File: src/core/eag_pkg.sv
/*
  eag_pkg: shared types and constants for the effective-address generator.
  Assumes a single core clock domain; the decoder and MMU sit on the same clock.
*/
// Overview of operation
// - with translation enabled, every address is sent on for translation
// - translation on, single-space bit clear: supply low part of page entry high as space id
// - register direct: selected register is the operand, no address formed
// - register indirect: selected register value is the address
// - post-increment: address is register, then add 1/2/4/8 by size
// - pre-decrement: subtract 1/2/4/8, write back, use decremented value
// - 4-bit displacement zero-extended, scaled 1/2/4, added to register
// - indexed indirect: register plus index register zero
// - 8-bit displacement zero-extended, scaled 1/2/4, added to global base
// - indexed global base: global base plus index register zero
// - pc load: zero-extend disp, scale 2/4, add pc+4, long masks pc low bits
// - short branch: sign-extend 8-bit disp, times 2, add pc+4
// - long branch: sign-extend 12-bit disp, times 2, add pc+4
// - register branch: pc+4 plus selected register
// - bit-test, and, or, xor immediates are zero-extended
// - move, add, compare-equal immediates are sign-extended
// - trap immediate zero-extended and multiplied by 4
// - pc used is the address of the executing instruction
package eag_pkg;

  localparam int unsigned EAG_XLEN = 32;
  localparam int unsigned EAG_ADDRESS_SPACE_IDENTIFIER_W = 8;
  localparam logic [31:0] EAG_PC_OFFSET = 32'h0000_0004;
  localparam logic [31:0] EAG_LONG_MASK = 32'hffff_fffc;
  localparam int unsigned EAG_DISP4_W = 4;
  localparam int unsigned EAG_DISP8_W = 8;
  localparam int unsigned EAG_DISP12_W = 12;
  localparam int unsigned EAG_IMM_W = 8;
  localparam int unsigned EAG_TRAP_SHIFT = 2;

  typedef enum logic [1:0] {
    EAG_SZ_BYTE = 2'h0,
    EAG_SZ_WORD = 2'h1,
    EAG_SZ_LONG = 2'h2,
    EAG_SZ_QUAD = 2'h3
  } eag_size_e;

  typedef enum logic [3:0] {
    EAG_M_REG_DIRECT = 4'h0,
    EAG_M_REG_IND = 4'h1,
    EAG_M_POST_INC = 4'h2,
    EAG_M_PRE_DEC = 4'h3,
    EAG_M_REG_DISP = 4'h4,
    EAG_M_IDX_REG = 4'h5,
    EAG_M_GBR_DISP = 4'h6,
    EAG_M_IDX_GBR = 4'h7,
    EAG_M_PC_DISP = 4'h8,
    EAG_M_BR_SHORT = 4'h9,
    EAG_M_BR_LONG = 4'ha,
    EAG_M_BR_REG = 4'hb,
    EAG_M_IMM_ZERO = 4'hc,
    EAG_M_IMM_SIGN = 4'hd,
    EAG_M_IMM_TRAP = 4'he
  } eag_mode_e;

  // one decoded operand request from the instruction decoder
  typedef struct packed {
    eag_mode_e mode;
    eag_size_e size;
    logic [11:0] disp;
    logic [7:0] imm;
    logic [31:0] sel_reg;
    logic [31:0] index_reg_zero;
    logic [31:0] global_base_reg;
    logic [31:0] pc;
  } eag_req_s;

  // registered result toward the pipeline and the translation unit
  typedef struct packed {
    logic [31:0] effective_address;
    logic addr_valid;
    logic is_branch;
    logic [31:0] operand;
    logic operand_valid;
    logic [31:0] writeback_value;
    logic writeback_en;
    logic [31:0] imm_ext;
    logic translate;
    logic [7:0] address_space_identifier;
    logic address_space_identifier_valid;
  } eag_rsp_s;

endpackage

File: src/core/eag_top.sv
/*
  eag_top: effective-address generator for the 32-bit core.
  Assumes the decoder presents one request per req_valid cycle on clk, with
  register values already read. Results appear one cycle later, registered.
*/
`timescale 1ns/1ps
`default_nettype none
module eag_top (
  input wire logic clk,
  input wire logic sys_rst,
  input wire logic req_valid,
  input wire eag_pkg::eag_req_s req,
  input wire logic translation_enable_bit,
  input wire logic single_space_mode_bit,
  input wire logic [31:0] page_entry_high_register,
  output logic rsp_valid,
  output eag_pkg::eag_rsp_s rsp
);
  import eag_pkg::*;

  logic [31:0] step;
  logic [31:0] disp4_scaled;
  logic [31:0] disp8_scaled;
  logic [31:0] pc_scaled;
  logic [31:0] pc_base;
  logic [31:0] pc_plus4;
  logic [31:0] br8_ext;
  logic [31:0] br12_ext;
  eag_rsp_s next_rsp;

  function automatic logic [31:0] size_step(input eag_size_e sz);
    unique case (sz)
      EAG_SZ_BYTE: size_step = 32'h0000_0001;
      EAG_SZ_WORD: size_step = 32'h0000_0002;
      EAG_SZ_LONG: size_step = 32'h0000_0004;
      EAG_SZ_QUAD: size_step = 32'h0000_0008;
    endcase
  endfunction

  assign step = size_step(req.size);

  eag_scale u_scale_d4 (
    .disp({8'h00, req.disp[EAG_DISP4_W-1:0]}),
    .size(req.size),
    .allow_byte(1'b1),
    .scaled(disp4_scaled)
  );

  // 8-bit displacement off the global base
  eag_scale u_scale_d8 (
    .disp({4'h0, req.disp[EAG_DISP8_W-1:0]}),
    .size(req.size),
    .allow_byte(1'b1),
    .scaled(disp8_scaled)
  );

  // pc loads scale by 2 or 4 only
  eag_scale u_scale_pc (
    .disp({4'h0, req.disp[EAG_DISP8_W-1:0]}),
    .size(req.size),
    .allow_byte(1'b0),
    .scaled(pc_scaled)
  );

  // pc is that of the instruction being executed
  assign pc_plus4 = req.pc + EAG_PC_OFFSET;
  // longword masks pc low two bits before adding 4
  assign pc_base = (req.size == EAG_SZ_LONG) ? ((req.pc & EAG_LONG_MASK) + EAG_PC_OFFSET)
                                             : pc_plus4;
  // sign-extended short branch displacement times 2
  assign br8_ext = {{23{req.disp[EAG_DISP8_W-1]}}, req.disp[EAG_DISP8_W-1:0], 1'b0};
  // sign-extended long branch displacement times 2
  assign br12_ext = {{19{req.disp[EAG_DISP12_W-1]}}, req.disp[EAG_DISP12_W-1:0], 1'b0};

  // every sum below is 32 bits wide; carries fall off
  always_comb
  begin
    next_rsp = '0;
    unique case (req.mode)
      EAG_M_REG_DIRECT:
      begin
        next_rsp.operand = req.sel_reg;
        next_rsp.operand_valid = 1'b1;
      end
      EAG_M_REG_IND:
      begin
        next_rsp.effective_address = req.sel_reg;
        next_rsp.addr_valid = 1'b1;
      end
      EAG_M_POST_INC:
      begin
        // old value addresses, increment written back
        next_rsp.effective_address = req.sel_reg;
        next_rsp.addr_valid = 1'b1;
        next_rsp.writeback_value = req.sel_reg + step;
        next_rsp.writeback_en = 1'b1;
      end
      EAG_M_PRE_DEC:
      begin
        // decremented value addresses and is written back
        next_rsp.effective_address = req.sel_reg - step;
        next_rsp.addr_valid = 1'b1;
        next_rsp.writeback_value = req.sel_reg - step;
        next_rsp.writeback_en = 1'b1;
      end
      EAG_M_REG_DISP:
      begin
        next_rsp.effective_address = req.sel_reg + disp4_scaled;
        next_rsp.addr_valid = 1'b1;
      end
      EAG_M_IDX_REG:
      begin
        next_rsp.effective_address = req.sel_reg + req.index_reg_zero;
        next_rsp.addr_valid = 1'b1;
      end
      EAG_M_GBR_DISP:
      begin
        next_rsp.effective_address = req.global_base_reg + disp8_scaled;
        next_rsp.addr_valid = 1'b1;
      end
      EAG_M_IDX_GBR:
      begin
        // global base plus index register zero
        next_rsp.effective_address = req.global_base_reg + req.index_reg_zero;
        next_rsp.addr_valid = 1'b1;
      end
      EAG_M_PC_DISP:
      begin
        next_rsp.effective_address = pc_base + pc_scaled;
        next_rsp.addr_valid = 1'b1;
      end
      EAG_M_BR_SHORT:
      begin
        next_rsp.effective_address = pc_plus4 + br8_ext;
        next_rsp.addr_valid = 1'b1;
        next_rsp.is_branch = 1'b1;
      end
      EAG_M_BR_LONG:
      begin
        next_rsp.effective_address = pc_plus4 + br12_ext;
        next_rsp.addr_valid = 1'b1;
        next_rsp.is_branch = 1'b1;
      end
      EAG_M_BR_REG:
      begin
        next_rsp.effective_address = pc_plus4 + req.sel_reg;
        next_rsp.addr_valid = 1'b1;
        next_rsp.is_branch = 1'b1;
      end
      EAG_M_IMM_ZERO:
      begin
        next_rsp.imm_ext = {24'h000000, req.imm};
      end
      EAG_M_IMM_SIGN:
      begin
        next_rsp.imm_ext = {{24{req.imm[EAG_IMM_W-1]}}, req.imm};
      end
      EAG_M_IMM_TRAP:
      begin
        // trap vector offset, imm times 4
        next_rsp.imm_ext = {22'h0, req.imm, 2'h0};
      end
      default:
      begin
        next_rsp = '0;
      end
    endcase
    // addresses go to translation while it is enabled
    next_rsp.translate = next_rsp.addr_valid & translation_enable_bit;
    // multiple-space mode attaches the space identifier to translated addresses
    if (next_rsp.translate && !single_space_mode_bit)
    begin
      next_rsp.address_space_identifier = page_entry_high_register[EAG_ADDRESS_SPACE_IDENTIFIER_W-1:0];
      next_rsp.address_space_identifier_valid = 1'b1;
    end
  end

  always_ff @(posedge clk or posedge sys_rst)
  begin
    if (sys_rst)
      rsp_valid <= 1'b0;
    else
      rsp_valid <= req_valid;
  end

  // data held when idle; control flags cleared so no stale writeback
  always_ff @(posedge clk or posedge sys_rst)
  begin
    if (sys_rst)
      rsp <= '0;
    else if (req_valid)
      rsp <= next_rsp;
    else
    begin
      rsp.writeback_en <= 1'b0;
      rsp.addr_valid <= 1'b0;
      rsp.operand_valid <= 1'b0;
      rsp.translate <= 1'b0;
      rsp.address_space_identifier_valid <= 1'b0;
      rsp.is_branch <= 1'b0;
    end
  end
endmodule // eag_top
`default_nettype wire

File: src/core/eag_scale.sv
/*
  eag_scale: shifts a zero-extended displacement by operand size.
  Assumes purely combinational use inside the address generator.
*/
`timescale 1ns/1ps
`default_nettype none
module eag_scale (
  input wire logic [11:0] disp,
  input wire eag_pkg::eag_size_e size,
  input wire logic allow_byte,
  output logic [31:0] scaled
);
  import eag_pkg::*;

  logic [31:0] wide;

  assign wide = {20'h00000, disp};

  always_comb
  begin
    unique case (size)
      EAG_SZ_BYTE: scaled = allow_byte ? wide : {wide[30:0], 1'b0};
      EAG_SZ_WORD: scaled = {wide[30:0], 1'b0};
      EAG_SZ_LONG: scaled = {wide[29:0], 2'h0};
      // quadword has no displacement form; treated as longword scale
      EAG_SZ_QUAD: scaled = {wide[29:0], 2'h0};
    endcase
  end
endmodule // eag_scale
`default_nettype wire

File: config.mk
export PLATFORM = sky130hd
export DESIGN_NAME = eag_top
export DESIGN_NICKNAME = d
export VERILOG_FILES = /design/src/core/eag_pkg.sv /design/src/core/eag_top.sv /design/src/core/eag_scale.sv
export SDC_FILE = /design/constraint.sdc
export NUM_CORES = 1
export LEC_CHECK = 0
export BUFFER_PORTS_ARGS = -buffer_cell sky130_fd_sc_hd__buf_2
export CAP_MARGIN = 20
export CORE_AREA = 2 2 202 124
export DETAILED_ROUTE_END_ITERATION = 6
export DIE_AREA = 0 0 204 126
export PLACE_DENSITY = 0.95
export SETUP_SLACK_MARGIN = 0.2
export SKIP_LAST_GASP = 1
export SYNTH_ARGS = -nofsm -noshare
export SYNTH_HDL_FRONTEND = slang
export SYNTH_SLANG_ARGS = --single-unit
File: constraint.sdc
create_clock -name clk -period 10 [get_ports clk]
set_input_delay 0.5 -clock clk [delete_from_list [all_inputs] [get_ports clk]]
set_output_delay 0.5 -clock clk [all_outputs]
set_load 0.01 [all_outputs]
==> qor.yml <==
dieArea_sq_mm: 0.0257
period_share_pct: 53.4
fmax_ghz: 0.187
num_vias: 16400
rsz0062_at_grt: "false"
clk_latency_ns: 0.43
cap_violations: 0
syn_nets: 2178
grt_pass1_wl_um: 83400
synth-edff-count: 0
setup.worst_path.start_class: "primary input"
p_total_mw: 1.89
cts_buffers: 17
postRouteAntennaNets: 0
cts_resized: 0
ys_warn_count: 0
tns_ns: 0
grt.overflow.total: 0
ctsRootBufferMaster: "clkbuf_16"
worstRegToRegCells: 4
synth_seq_cells: 122
gp_congestion: 1.00
final_area_sq_mm: 0.0165
required_ns: 10.31
hpwl_um: 41900
place_area_sq_mm: 0.0159
drt_wl_total_um: 54300
cts_htree_levels: 4
power.leakage_nw: 7.77
placementRows: 44
netlist_top_cells_area: "dfrtp_1 (21%), ha_1 (9.9%), xnor2_1 (5.7%)"
synth_area_leader_cell: "dfrtp_1"
cts_setup_buffers: 0
grt_pass1_vias: 15200
hold_path.class: "primary input to async pin"
critical_path_class: "primary input to flip-flop"
drc: 0
holdBufCountCts: 0
avgSynthCellArea_sq_um: 7.69
area_growth_pct: 14.8
clkTransAtPathRegs_ns: 0.07
grt_max_degree: 70
yosysMostFrequentCell: "nand2_1"
ff2ff_setup_slack_ns: 8.47
regToRegEndpoint: "rsp[141]"
synth_top_cells_by_count: "nand2_1 (161), nor2_1 (151), a21oi_1 (142)"
place_ws_ns: 4.48
crit_chain: "buf_2 -> inv_1 -> ha_1 -> and3_1 -> or2_2 -> o21ai_0 -> ha_1 -> nor2b_1 -> o31a_1 -> o31ai_1 -> a2111oi_0 -> nor2_1 -> o21ai_0 -> a221oi_1 -> xor2_1 -> o2111ai_1 -> a221o_1"
worstReg2RegStart: "rsp[141]"
nNetsFinal: 2394
core_area_sq_mm: 0.0239
synthArstFlopShare_pct: 100
num_io_pins: 334
slew_headroom_pct: 27.6
whs_ns: 0.200
ys_seq_area_share_pct: 21.3
drive_gt1_share_pct: 18.8
ys.flop_type: "dfrtp_1"
syn-instance-count: 1867
post_drt_wl_per_cell_um: 22.4
die_h_um: 126
startpoint: "req[152]"
ys_types: 76
status: "complete, no violations"
crit_path_end_kind: "flip-flop"
hold_viol_final: 0
crit_family: "compound AO/OA/AOI/OAI gates"
finalMaxSlewViolations: 0
period_needed_ns: 5.34
crit_fanout: 18
arrival_ns: 5.66
path_depth: 17
fin_ws_ns: 4.66
antenna_found_initial: 5
cts_tree: "yes"
path_buf_inv: 2
skew_ns: 0
yosys.area.top_type_share_pct: 21.3
ir_drop_v: 0.000133
clock-sinks: 122
viasPerCell: 6.75
syn_area_sq_mm: 0.0144
endpoint: "rsp[140]"
initial_utilization_pct: 60.1
cts_buffer_depth: 2
io_buffers: 309
pwr_density_cell_mw_per_mm2: 115
tightest_slew_ns: 1.09
setup_viol: 0
crit_path_max_incr_delay_ns: 0.56
dieWidth_um: 204
cp_slowest_cell: "o31ai_1"
track_usage_pct: 41.5
drt_first_pass_iters: 6
drt-initial-drc-count: 2246
[metal layers]
metal	track usage, %	up-vias	wire length, um
li1	-	7340	-
met1	57.4	7688	22200
met2	63.7	1136	23300
met3	8.70	189	6220
met4	16.7	2	2540
met5	0	-	13
[sequential cells by signal (all words and copies together) (netlist names)]
| signal | flops |
|---|---|
| rsp | 121 |
| rsp_valid | 1 |
[cell usage in the layout (no fill, tap or decap), drive strengths merged, types with 41 or more instances in the layout]
master  instances
a21o           49
a21oi         142
a22o           53
and2           46
buf           324
dfrtp         122
ha            114
inv            70
nand2         161
nand3          58
nor2          151
nor3           41
o21ai         127
xnor2          94
xor2           59
[worst min path at each step]
stage                     cells past startpoint        to     from  slack (ns)
after CTS                                     2  rsp[125]  sys_rst        0.22
after floorplan                               1   rsp[48]  rsp[48]        0.52
after global placement                        1   rsp[48]  rsp[48]        0.46
final                                         2  rsp[125]  sys_rst        0.20
after global routing                          2  rsp[107]  sys_rst        0.27
after detailed placement                      1   rsp[48]  rsp[48]        0.47
[cell families after synthesis]
logic type                 share of synthesized area [%]
and+or+nand+nor                                     21.8
AOI/OAI and AO/OA                                   29.5
buffers and inverters                               5.73
xor gates and xnor gates                            9.33
DFF                                                 21.3
adders and majority gates                           10.8
muxes                                               1.56
[cell type report]
cell class              instances  area [sq um]
multi-input cells            1548         10500
fillers                      2009          7410
flip-flops and latches        122          3050
repair buffers                324          1660
clock buffers                  24           492
well taps                     322           403
inverters                      70           265
clock inverters                 7           114
diodes                          5          12.5
[stage by stage]
stage	std cells	util, %
after detailed placement	2386	66.4
after global routing	2418	69.0
after CTS	2417	69.0
final	2422	69.0
after global placement	2386	66.4
after floorplan	1867	-
[power by group]
part           total, mW  switching [mW]  internal [mW]
registers          0.557          0.0261          0.531
clock network      0.648           0.232          0.416
logic              0.687           0.425          0.262
total               1.89           0.684           1.21
No activity file was read; power rests on OpenSTA's default activity.
